**config.mk**
```make
export PLATFORM = sky130hd
export DESIGN_NAME = ircr_regs
export DESIGN_NICKNAME = d
export VERILOG_FILES = /design/src/logic/ircr_pkg.sv /design/src/logic/ircr_rate_mem.sv /design/src/logic/ircr_regs.sv
export SDC_FILE = /design/constraint.sdc
export NUM_CORES = 1
export LEC_CHECK = 0
export BUFFER_PORTS_ARGS = -buffer_cell sky130_fd_sc_hd__buf_2
export CAP_MARGIN = 0
export CELL_PAD_IN_SITES_DETAIL_PLACEMENT = 2
export CELL_PAD_IN_SITES_GLOBAL_PLACEMENT = 2
export CORE_AREA = 10 10 324 263
export DETAILED_ROUTE_END_ITERATION = 10
export DIE_AREA = 0 0 334 273
export HOLD_SLACK_MARGIN = 0.02
export PLACE_DENSITY_LB_ADDON = 0.1
export SKIP_CTS_REPAIR_TIMING = 1
export SLEW_MARGIN = 20
export SYNTH_ARGS = -nofsm -noshare
export SYNTH_HDL_FRONTEND = slang
export SYNTH_SLANG_ARGS = --single-unit
```
**constraint.sdc**
```tcl
create_clock -name core_clk -period 2.4 [get_ports core_clk]
set_input_delay 0.72 -clock core_clk [delete_from_list [all_inputs] [get_ports core_clk]]
set_output_delay 0.72 -clock core_clk [all_outputs]
set_load 0.01 [all_outputs]
```
**src/logic/ircr_pkg.sv**
```systemverilog
package ircr_pkg;

  // Register numbers as seen on the management register port.
  localparam logic [15:0] ADDR_RATE_CMD = 16'h184B;
  localparam logic [15:0] ADDR_RATE_CMD_STS = 16'h184C;
  localparam logic [15:0] ADDR_WR_STAGE = 16'h184D;
  localparam logic [15:0] ADDR_RD_STAGE = 16'h184E;
  localparam logic [15:0] ADDR_FILT_CNT0 = 16'h1850;
  localparam logic [15:0] ADDR_FILT_CNT1 = 16'h1851;
  localparam logic [15:0] ADDR_FILT_CNT2 = 16'h1852;
  localparam logic [15:0] ADDR_REGEN_TBL0 = 16'h1855;
  localparam logic [15:0] ADDR_REGEN_TBL1 = 16'h1856;

  localparam int unsigned NUM_PORTS = 3;
  localparam int unsigned REGEN_PORTS = 2;

  // Rate table command layout.
  localparam int unsigned CMD_START_BIT = 31;
  localparam int unsigned CMD_READ_BIT = 30;
  localparam int unsigned CMD_INDEX_LSB = 0;
  localparam int unsigned RATE_AW = 5;
  localparam int unsigned PEND_BIT = 0;

  // Rate table shape and reset contents.
  localparam int unsigned STAGE_W = 16;
  localparam int unsigned RATE_ENTRIES = 26;
  localparam logic [RATE_AW-1:0] COMMIT_ENTRIES = 5'h18;
  localparam logic [RATE_AW-1:0] CBS_INDEX = 5'h18;
  localparam logic [RATE_AW-1:0] EBS_INDEX = 5'h19;
  localparam logic [STAGE_W-1:0] COMMIT_RESET = 16'h0014;
  localparam logic [STAGE_W-1:0] BURST_RESET = 16'h0600;
  localparam logic [STAGE_W-1:0] STAGE_RESET = 16'h0000;

  // Priority regeneration table layout.
  localparam int unsigned PRIO_W = 3;
  localparam int unsigned REGEN_ENTRIES = 8;
  localparam int unsigned REGEN_W = 24;
  localparam logic [REGEN_W-1:0] REGEN_RESET = 24'hFAC688;

  // Filtered packet counters.
  localparam int unsigned CNT_W = 32;
  localparam logic [CNT_W-1:0] CNT_MAX = 32'hFFFF_FFFF;
  localparam logic [CNT_W-1:0] CNT_RESET = 32'h0000_0000;
  localparam logic [CNT_W-1:0] CNT_ONE = 32'h0000_0001;

  localparam logic [31:0] WORD_ZERO = 32'h0000_0000;

  typedef enum logic [1:0] {
    IRCR_ST_IDLE = 2'b00,
    IRCR_ST_ACCESS = 2'b01,
    IRCR_ST_CAPTURE = 2'b10
  } ircr_cmd_state_t;

  function automatic logic [STAGE_W-1:0] rate_reset(input logic [RATE_AW-1:0] idx);
    rate_reset = (idx < COMMIT_ENTRIES) ? COMMIT_RESET : BURST_RESET;
  endfunction

endpackage

```
**src/logic/ircr_rate_mem.sv**
```systemverilog
`timescale 1ns/1ns
// Metering table storage. Every entry has its own reset value, so the
// array is built from resettable flops instead of a RAM macro.
module ircr_rate_mem (
  input wire logic core_clk,
  input wire logic nrst,
  input wire logic wr_en,
  input wire logic [ircr_pkg::RATE_AW-1:0] wr_addr,
  input wire logic [ircr_pkg::STAGE_W-1:0] wr_data,
  input wire logic rd_en,
  input wire logic [ircr_pkg::RATE_AW-1:0] rd_addr,
  output logic [ircr_pkg::STAGE_W-1:0] rd_data_q
);

  logic [ircr_pkg::STAGE_W-1:0] mem_q [ircr_pkg::RATE_ENTRIES];
  logic [ircr_pkg::STAGE_W-1:0] rd_data_d;

  genvar i;
  generate
    for (i = 0; i < ircr_pkg::RATE_ENTRIES; i++) begin : g_entry
      localparam logic [ircr_pkg::RATE_AW-1:0] IDX = ircr_pkg::RATE_AW'(i);
      logic [ircr_pkg::STAGE_W-1:0] ent_d;
      always_comb begin
        ent_d = mem_q[i];
        if (wr_en && (wr_addr == IDX)) begin
          ent_d = wr_data;
        end
      end
      always_ff @(posedge core_clk or negedge nrst) begin
        if (!nrst) begin
          mem_q[i] <= ircr_pkg::rate_reset(IDX);
        end else begin
          mem_q[i] <= ent_d;
        end
      end
    end
  endgenerate

  // Out-of-range indices read as zero rather than aliasing a real entry.
  always_comb begin
    rd_data_d = rd_data_q;
    if (rd_en) begin
      if (rd_addr < ircr_pkg::RATE_ENTRIES[ircr_pkg::RATE_AW-1:0]) begin
        rd_data_d = mem_q[rd_addr];
      end else begin
        rd_data_d = ircr_pkg::STAGE_RESET;
      end
    end
  end

  always_ff @(posedge core_clk or negedge nrst) begin
    if (!nrst) begin
      rd_data_q <= ircr_pkg::STAGE_RESET;
    end else begin
      rd_data_q <= rd_data_d;
    end
  end

endmodule

```
**src/logic/ircr_regs.sv**
```systemverilog
`timescale 1ns/1ns
// Function
// - Write staging value goes into the selected rate table entry on a write command.
// - Write staging bits 15:0 read-write, reset zero; bits 31:16 reserved read zero.
// - Read staging bits 15:0 show data fetched by a read command; reset zero.
// - One 32-bit filtered packet counter per switch port, one count per packet.
// - Broadcast throttling discards also count as filtered packets.
// - Ingress rate limiting drops are not counted here.
// - Counter read returns its value and clears it; reset value zero.
// - Counters saturate at all ones instead of wrapping.
// - Eight-entry table for each of ports 0 and 1 maps received VLAN priority to regenerated priority.
// - Output queue selection uses the regenerated priority for tagged packets.
// - Table packs 3-bit entries by priority, 7 at 23:21, 0 at 2:0.
// - After reset each table entry equals its own priority index.
// - Rate table holds 24 committed rate, one committed and one excess burst entry.
// - Pending flag at status bit 0 while a table command runs, self-clears.
module ircr_regs (
  input wire logic core_clk,
  input wire logic nrst,
  input wire logic [15:0] reg_addr,
  input wire logic reg_wr,
  input wire logic reg_rd,
  input wire logic [31:0] reg_wdata,
  output logic [31:0] reg_rdata_q,
  output logic reg_rvalid_q,
  input wire logic [ircr_pkg::NUM_PORTS-1:0] filter_drop_evt,
  input wire logic [ircr_pkg::NUM_PORTS-1:0] bcast_throttle_evt,
  input wire logic [ircr_pkg::REGEN_PORTS-1:0] rx_valid,
  input wire logic [ircr_pkg::REGEN_PORTS-1:0] rx_tagged,
  input wire logic [ircr_pkg::PRIO_W-1:0] rx_vlan_prio [ircr_pkg::REGEN_PORTS],
  input wire logic [ircr_pkg::PRIO_W-1:0] rx_other_prio [ircr_pkg::REGEN_PORTS],
  output logic [ircr_pkg::REGEN_PORTS-1:0] queue_prio_valid_q,
  output logic [ircr_pkg::PRIO_W-1:0] queue_prio_q [ircr_pkg::REGEN_PORTS]
);

  // Register port decode.
  logic wr_cmd;
  logic wr_stage_sel;
  logic [ircr_pkg::NUM_PORTS-1:0] cnt_rd_sel;
  logic [ircr_pkg::REGEN_PORTS-1:0] regen_wr_sel;

  // Rate table command engine.
  ircr_pkg::ircr_cmd_state_t cmd_state_q;
  ircr_pkg::ircr_cmd_state_t cmd_state_d;
  logic pending_q;
  logic pending_d;
  logic cmd_read_q;
  logic cmd_read_d;
  logic [ircr_pkg::RATE_AW-1:0] cmd_index_q;
  logic [ircr_pkg::RATE_AW-1:0] cmd_index_d;
  logic [ircr_pkg::STAGE_W-1:0] wr_stage_q;
  logic [ircr_pkg::STAGE_W-1:0] wr_stage_d;
  logic [ircr_pkg::STAGE_W-1:0] rd_stage_q;
  logic [ircr_pkg::STAGE_W-1:0] rd_stage_d;
  logic mem_wr_en;
  logic mem_rd_en;
  logic [ircr_pkg::STAGE_W-1:0] mem_rd_data;

  // Counters and regeneration tables.
  logic [ircr_pkg::CNT_W-1:0] cnt_q [ircr_pkg::NUM_PORTS];
  logic [ircr_pkg::REGEN_W-1:0] regen_q [ircr_pkg::REGEN_PORTS];

  // Read answer.
  logic [31:0] reg_rdata_d;
  logic reg_rvalid_d;

  // Reads and writes never share a cycle, so the two strobes are decoded apart.
  assign wr_cmd = reg_wr && (reg_addr == ircr_pkg::ADDR_RATE_CMD);
  assign wr_stage_sel = reg_wr && (reg_addr == ircr_pkg::ADDR_WR_STAGE);

  // Per-port registers sit at consecutive numbers, so each port decodes
  // its own offset from the first one.
  genvar s;
  generate
    for (s = 0; s < ircr_pkg::NUM_PORTS; s++) begin : g_cnt_sel
      assign cnt_rd_sel[s] = reg_rd && (reg_addr == (ircr_pkg::ADDR_FILT_CNT0 + 16'(s)));
    end
    for (s = 0; s < ircr_pkg::REGEN_PORTS; s++) begin : g_regen_sel
      assign regen_wr_sel[s] = reg_wr && (reg_addr == (ircr_pkg::ADDR_REGEN_TBL0 + 16'(s)));
    end
  endgenerate

  // A command is taken only when none is running; a start written while
  // pending is dropped, since the staging registers are still in use.
  always_comb begin
    cmd_state_d = cmd_state_q;
    pending_d = pending_q;
    cmd_read_d = cmd_read_q;
    cmd_index_d = cmd_index_q;
    rd_stage_d = rd_stage_q;
    mem_wr_en = 1'b0;
    mem_rd_en = 1'b0;
    case (cmd_state_q)
      ircr_pkg::IRCR_ST_IDLE: begin
        if (wr_cmd && reg_wdata[ircr_pkg::CMD_START_BIT]) begin
          cmd_read_d = reg_wdata[ircr_pkg::CMD_READ_BIT];
          cmd_index_d = reg_wdata[ircr_pkg::CMD_INDEX_LSB +: ircr_pkg::RATE_AW];
          pending_d = 1'b1;
          cmd_state_d = ircr_pkg::IRCR_ST_ACCESS;
        end
      end
      ircr_pkg::IRCR_ST_ACCESS: begin
        if (cmd_read_q) begin
          mem_rd_en = 1'b1;
          cmd_state_d = ircr_pkg::IRCR_ST_CAPTURE;
        end else begin
          // Out-of-range indices are dropped so they cannot alias a real entry.
          if (cmd_index_q < ircr_pkg::RATE_ENTRIES[ircr_pkg::RATE_AW-1:0]) begin
            mem_wr_en = 1'b1;
          end
          pending_d = 1'b0;
          cmd_state_d = ircr_pkg::IRCR_ST_IDLE;
        end
      end
      ircr_pkg::IRCR_ST_CAPTURE: begin
        rd_stage_d = mem_rd_data;
        pending_d = 1'b0;
        cmd_state_d = ircr_pkg::IRCR_ST_IDLE;
      end
      default: begin
        pending_d = 1'b0;
        cmd_state_d = ircr_pkg::IRCR_ST_IDLE;
      end
    endcase
  end

  always_ff @(posedge core_clk or negedge nrst) begin
    if (!nrst) begin
      cmd_state_q <= ircr_pkg::IRCR_ST_IDLE;
      pending_q <= 1'b0;
      cmd_read_q <= 1'b0;
      cmd_index_q <= '0;
      rd_stage_q <= ircr_pkg::STAGE_RESET;
    end else begin
      cmd_state_q <= cmd_state_d;
      pending_q <= pending_d;
      cmd_read_q <= cmd_read_d;
      cmd_index_q <= cmd_index_d;
      rd_stage_q <= rd_stage_d;
    end
  end

  // The write staging word is a plain register; a write command copies
  // whatever it holds at the access cycle.
  always_comb begin
    wr_stage_d = wr_stage_q;
    if (wr_stage_sel) begin
      wr_stage_d = reg_wdata[ircr_pkg::STAGE_W-1:0];
    end
  end

  always_ff @(posedge core_clk or negedge nrst) begin
    if (!nrst) begin
      wr_stage_q <= ircr_pkg::STAGE_RESET;
    end else begin
      wr_stage_q <= wr_stage_d;
    end
  end

  // Twenty-four committed rate entries indexed port*8+priority, then the
  // committed and excess burst sizes.
  ircr_rate_mem u_rate_mem (
    .core_clk(core_clk),
    .nrst(nrst),
    .wr_en(mem_wr_en),
    .wr_addr(cmd_index_q),
    .wr_data(wr_stage_q),
    .rd_en(mem_rd_en),
    .rd_addr(cmd_index_q),
    .rd_data_q(mem_rd_data)
  );

  // Per-port filtered packet counters. The event inputs are one-cycle
  // pulses per packet from the forwarding logic on this clock; rate limiter
  // drops have their own counters and never reach these inputs.
  genvar p;
  generate
    for (p = 0; p < ircr_pkg::NUM_PORTS; p++) begin : g_cnt
      logic hit;
      logic [ircr_pkg::CNT_W-1:0] cnt_d;
      assign hit = filter_drop_evt[p] || bcast_throttle_evt[p];
      // A packet that lands in the same cycle as the clearing read is kept
      // as the first count of the new interval, so no event is lost.
      always_comb begin
        cnt_d = cnt_q[p];
        if (cnt_rd_sel[p]) begin
          cnt_d = hit ? ircr_pkg::CNT_ONE : ircr_pkg::CNT_RESET;
        end else if (hit && (cnt_q[p] != ircr_pkg::CNT_MAX)) begin
          cnt_d = cnt_q[p] + ircr_pkg::CNT_ONE;
        end
      end
      always_ff @(posedge core_clk or negedge nrst) begin
        if (!nrst) begin
          cnt_q[p] <= ircr_pkg::CNT_RESET;
        end else begin
          cnt_q[p] <= cnt_d;
        end
      end
    end
  endgenerate

  // Priority regeneration tables and the queue priority they feed.
  generate
    for (p = 0; p < ircr_pkg::REGEN_PORTS; p++) begin : g_regen
      logic [ircr_pkg::REGEN_W-1:0] regen_d;
      logic [ircr_pkg::PRIO_W-1:0] mapped;
      logic [ircr_pkg::PRIO_W-1:0] prio_d;
      logic prio_valid_d;
      always_comb begin
        regen_d = regen_q[p];
        if (regen_wr_sel[p]) begin
          regen_d = reg_wdata[ircr_pkg::REGEN_W-1:0];
        end
      end
      always_ff @(posedge core_clk or negedge nrst) begin
        if (!nrst) begin
          regen_q[p] <= ircr_pkg::REGEN_RESET;
        end else begin
          regen_q[p] <= regen_d;
        end
      end
      // Entry n sits at bits 3n+2:3n.
      assign mapped = regen_q[p][rx_vlan_prio[p]*ircr_pkg::PRIO_W +: ircr_pkg::PRIO_W];
      // Untagged frames carry no VLAN priority, so they keep whatever
      // priority the other classifiers chose.
      always_comb begin
        prio_valid_d = rx_valid[p];
        prio_d = queue_prio_q[p];
        if (rx_valid[p]) begin
          prio_d = rx_tagged[p] ? mapped : rx_other_prio[p];
        end
      end
      always_ff @(posedge core_clk or negedge nrst) begin
        if (!nrst) begin
          queue_prio_q[p] <= '0;
          queue_prio_valid_q[p] <= 1'b0;
        end else begin
          queue_prio_q[p] <= prio_d;
          queue_prio_valid_q[p] <= prio_valid_d;
        end
      end
    end
  endgenerate

  // Read mux. Reserved bits of every register read as zero.
  // The command register reads back the command last taken, with the start
  // bit standing in for the pending flag, so software may poll either one.
  always_comb begin
    reg_rdata_d = reg_rdata_q;
    reg_rvalid_d = reg_rd;
    if (reg_rd) begin
      case (reg_addr)
        ircr_pkg::ADDR_RATE_CMD: begin
          reg_rdata_d = ircr_pkg::WORD_ZERO;
          reg_rdata_d[ircr_pkg::CMD_START_BIT] = pending_q;
          reg_rdata_d[ircr_pkg::CMD_READ_BIT] = cmd_read_q;
          reg_rdata_d[ircr_pkg::CMD_INDEX_LSB +: ircr_pkg::RATE_AW] = cmd_index_q;
        end
        ircr_pkg::ADDR_RATE_CMD_STS: begin
          reg_rdata_d = ircr_pkg::WORD_ZERO;
          reg_rdata_d[ircr_pkg::PEND_BIT] = pending_q;
        end
        ircr_pkg::ADDR_WR_STAGE: begin
          reg_rdata_d = {16'h0000, wr_stage_q};
        end
        ircr_pkg::ADDR_RD_STAGE: begin
          reg_rdata_d = {16'h0000, rd_stage_q};
        end
        ircr_pkg::ADDR_FILT_CNT0: begin
          reg_rdata_d = cnt_q[0];
        end
        ircr_pkg::ADDR_FILT_CNT1: begin
          reg_rdata_d = cnt_q[1];
        end
        ircr_pkg::ADDR_FILT_CNT2: begin
          reg_rdata_d = cnt_q[2];
        end
        ircr_pkg::ADDR_REGEN_TBL0: begin
          reg_rdata_d = {8'h00, regen_q[0]};
        end
        ircr_pkg::ADDR_REGEN_TBL1: begin
          reg_rdata_d = {8'h00, regen_q[1]};
        end
        default: begin
          reg_rdata_d = ircr_pkg::WORD_ZERO;
        end
      endcase
    end
  end

  always_ff @(posedge core_clk or negedge nrst) begin
    if (!nrst) begin
      reg_rdata_q <= ircr_pkg::WORD_ZERO;
      reg_rvalid_q <= 1'b0;
    end else begin
      reg_rdata_q <= reg_rdata_d;
      reg_rvalid_q <= reg_rvalid_d;
    end
  end

endmodule

```
==> metrics <==
status completed; Final Hold Viols 0; vias in the first global route 24100; largest net degree at the start of global routing 76; Starting Density 39.7%; Rows 92; Syn Area/Cell 13.1 um2; Area Growth Syn to Fin 20.3%; I/O pins 115; Total Die Area 91200 um2; Finished Cell Area 37500 um2; CTS sink count 658; final period utilization 97.0%; startpoint types flop; net switching power figure 6.16 mW; layout cells sized above 1 45.7%; combinational power share 5.9%; Final setup viols 0; nets 2733; Clock Tree Buf Depth 3; H-tree Lvls 3; CTS root buffer clkbuf_16; CTS tree yes; Post-Route WL 108000 um; leading cell type in the layout, fill and taps excluded dfrtp_1; Mapped Cells 2384; routed vias/inst 5.76; Clk Latency, worst-skew pair 0.64 ns; Avg WL per Cell 28.8 um; fmax 430 MHz; gpl congestion 0.872; global-route usage over all layers 23.5%; Post-Layout Cell Count 3754; Ys Warns 0; drt initial violations 1489; commonest cells after routing, fill and taps aside dfrtp_1 (578), mux2_2 (529), buf_4 (232); initial antenna violation count 10; setup TNS 0 ns; Worst Hold Class in2reg; Core Footprint 78500 um2; fillers 7572; Post-DP Area 34800 um2; CTS Buf Count 75; LEAKAGE 17.1 nW; switch share 24.4%; power per cell area 673 nW/um2; vias 21600; dpl cells 3607; Slew Limit Headroom 49.4%; Final Util 47.8%; DR pass1 iterations 5; die width 334 um; flops & latches, synth 658; VDD IR max 0.444 mV; DRC viols 0; Final min period 2.33 ns; RSZ-0062 raised after global routing true; grt total ovfl 0; critical path class reg2reg; Slew Viols, Final 0; internal power 19.1 mW; Post-synth top flop dfrtp_1; Power, Total 25.2 mW; Post-synth EDFFs 0; maxcap violations 0; skew final 0.0289 ns; sequential power share 45.9%; Arrival @ worst endpoint 2.84 ns; Die Y 273 um; Seq/Total Area, Yosys 53.1%; clock-pin slew on the worst setup and hold paths 0.06 ns; hpwl dp 75500 um; CP required 2.91 ns; critical path peak fanout 12; Routed Antenna Nets 0; Post-synth ARST share 100%; first-pass GRT wire length 163000 um; slew of the pin with the lowest slew margin 0.759 ns; Yosys cell types 67; buffers added on ports 108; clock network power share 48.2%; Mapped Nets 2461; mapped cell area 31200 um2; Critical Path End Type flop
==> through the flow <==
step	worst slack [ns]	hold slack, ns
global route	-0.00284	0.220
detailed placement	-0.379	0.468
global placement	-0.283	0.470
floorplan	-0.0373	0.424
finish	0.0730	0.246
CTS	-0.144	-0.0325
==> power by group through the flow <==
stage	clock network [mW]	registers [mW]	logic (mW)
finish	12.2	11.6	1.49
global placement	0	11.8	1.41
global route	13.0	11.6	1.64
CTS	12.5	11.6	1.49
floorplan	0	11.7	0.487
detailed placement	0	11.8	1.48
==> worst max-delay path, cell delays in order (launching register included) <==
cell	delay, ns
dfrtp_4	0.42
buf_12	0.15
buf_4	0.15
clkbuf_16	0.19
mux4_2	0.50
mux2_2	0.34
a22oi_1	0.30
o21ai_0	0.14
==> registers in the layout (all words and copies together) (netlist names), 2 cells and up <==
| register | flops |
|---|---|
| u_rate_mem.mem_q | 416 |
| cnt_q | 96 |
| regen_q | 48 |
| reg_rdata_q | 32 |
| rd_stage_q | 16 |
| u_rate_mem.rd_data_q | 16 |
| wr_stage_q | 16 |
| queue_prio_q | 6 |
| cmd_index_q | 5 |
| cmd_state_q | 2 |
| queue_prio_valid_q | 2 |
==> synthesized netlist by cell type, drive strengths merged (14+ instances only) <==
master | number | share of area, %
a21oi | 30 | 0.48
a22oi | 62 | 1.5
and3 | 21 | 0.42
buf | 59 | 0.88
clkbuf | 124 | 1.5
dfrtp | 582 | 47
dfstp | 76 | 6.4
mux2 | 529 | 19
mux2i | 77 | 2.5
mux4 | 92 | 6.6
nand2 | 102 | 1.2
nand3 | 54 | 0.87
nand4 | 36 | 0.76
nor2 | 125 | 1.5
nor3 | 58 | 1.0
nor4 | 14 | 0.37
o21ai | 66 | 1.1
o22ai | 28 | 0.56
o2bb2ai | 30 | 0.84
xnor2 | 35 | 0.98
xor2 | 42 | 1.2
==> cells by family after synthesis <==
kind of cell / after synthesis / share of synthesized area (%)
AOI/OAI and AO/OA: 266 / 5.78
DFF: 658 / 53.1
muxes: 698 / 28.2
buffers and inverters: 196 / 2.53
xor gates and xnor gates: 77 / 2.16
and+or+nand+nor: 486 / 8.12
adders and majority gates: 3 / 0.120
==> layer usage <==
metal	vias to the layer above	routed length [um]	global-route usage, %	share of wire [%]
li1	9345	-	-	-
met4	6	2110	5.31	2.0
met3	142	6220	5.64	5.8
met1	11700	50800	33.3	47
met5	-	39	0	0.036
met2	402	48800	36.2	45
==> final cells by class <==
class / count / area [um2] / share of cell area [%]
antenna: 3 / 7.51 / 0.0200
clock buffer: 102 / 2170 / 5.79
clock inverter: 36 / 424 / 1.13
inverter: 13 / 48.8 / 0.130
multi-input combinational: 1530 / 13900 / 37.2
sequential: 658 / 16600 / 44.2
tap: 1034 / 1290 / 3.45
timing repair buffer: 378 / 3060 / 8.14
==> worst paths after layout <==
check,cells past startpoint,startpoint,slack [ns],end
worst max-delay path,7,cmd_index_q[0]$_DFFE_PN0P_,0.07,u_rate_mem.rd_data_q[2]$_DFFE_PN0P_
worst min-delay path,1,rx_valid[0],0.25,queue_prio_valid_q[0]$_DFF_PN0_
worst max register to register,7,cmd_index_q[0]$_DFFE_PN0P_,0.07,u_rate_mem.rd_data_q[2]$_DFFE_PN0P_
worst min register to register,1,reg_rdata_q[19]$_DFFE_PN0P_,0.48,reg_rdata_q[19]$_DFFE_PN0P_
max in group asynchronous,4,nrst,0.91,u_rate_mem.mem_q[212]$_DFFE_PN1P_
min in group asynchronous,2,nrst,0.59,u_rate_mem.mem_q[101]$_DFFE_PN0P_
Note: power is estimated with default switching activity, not from simulation.
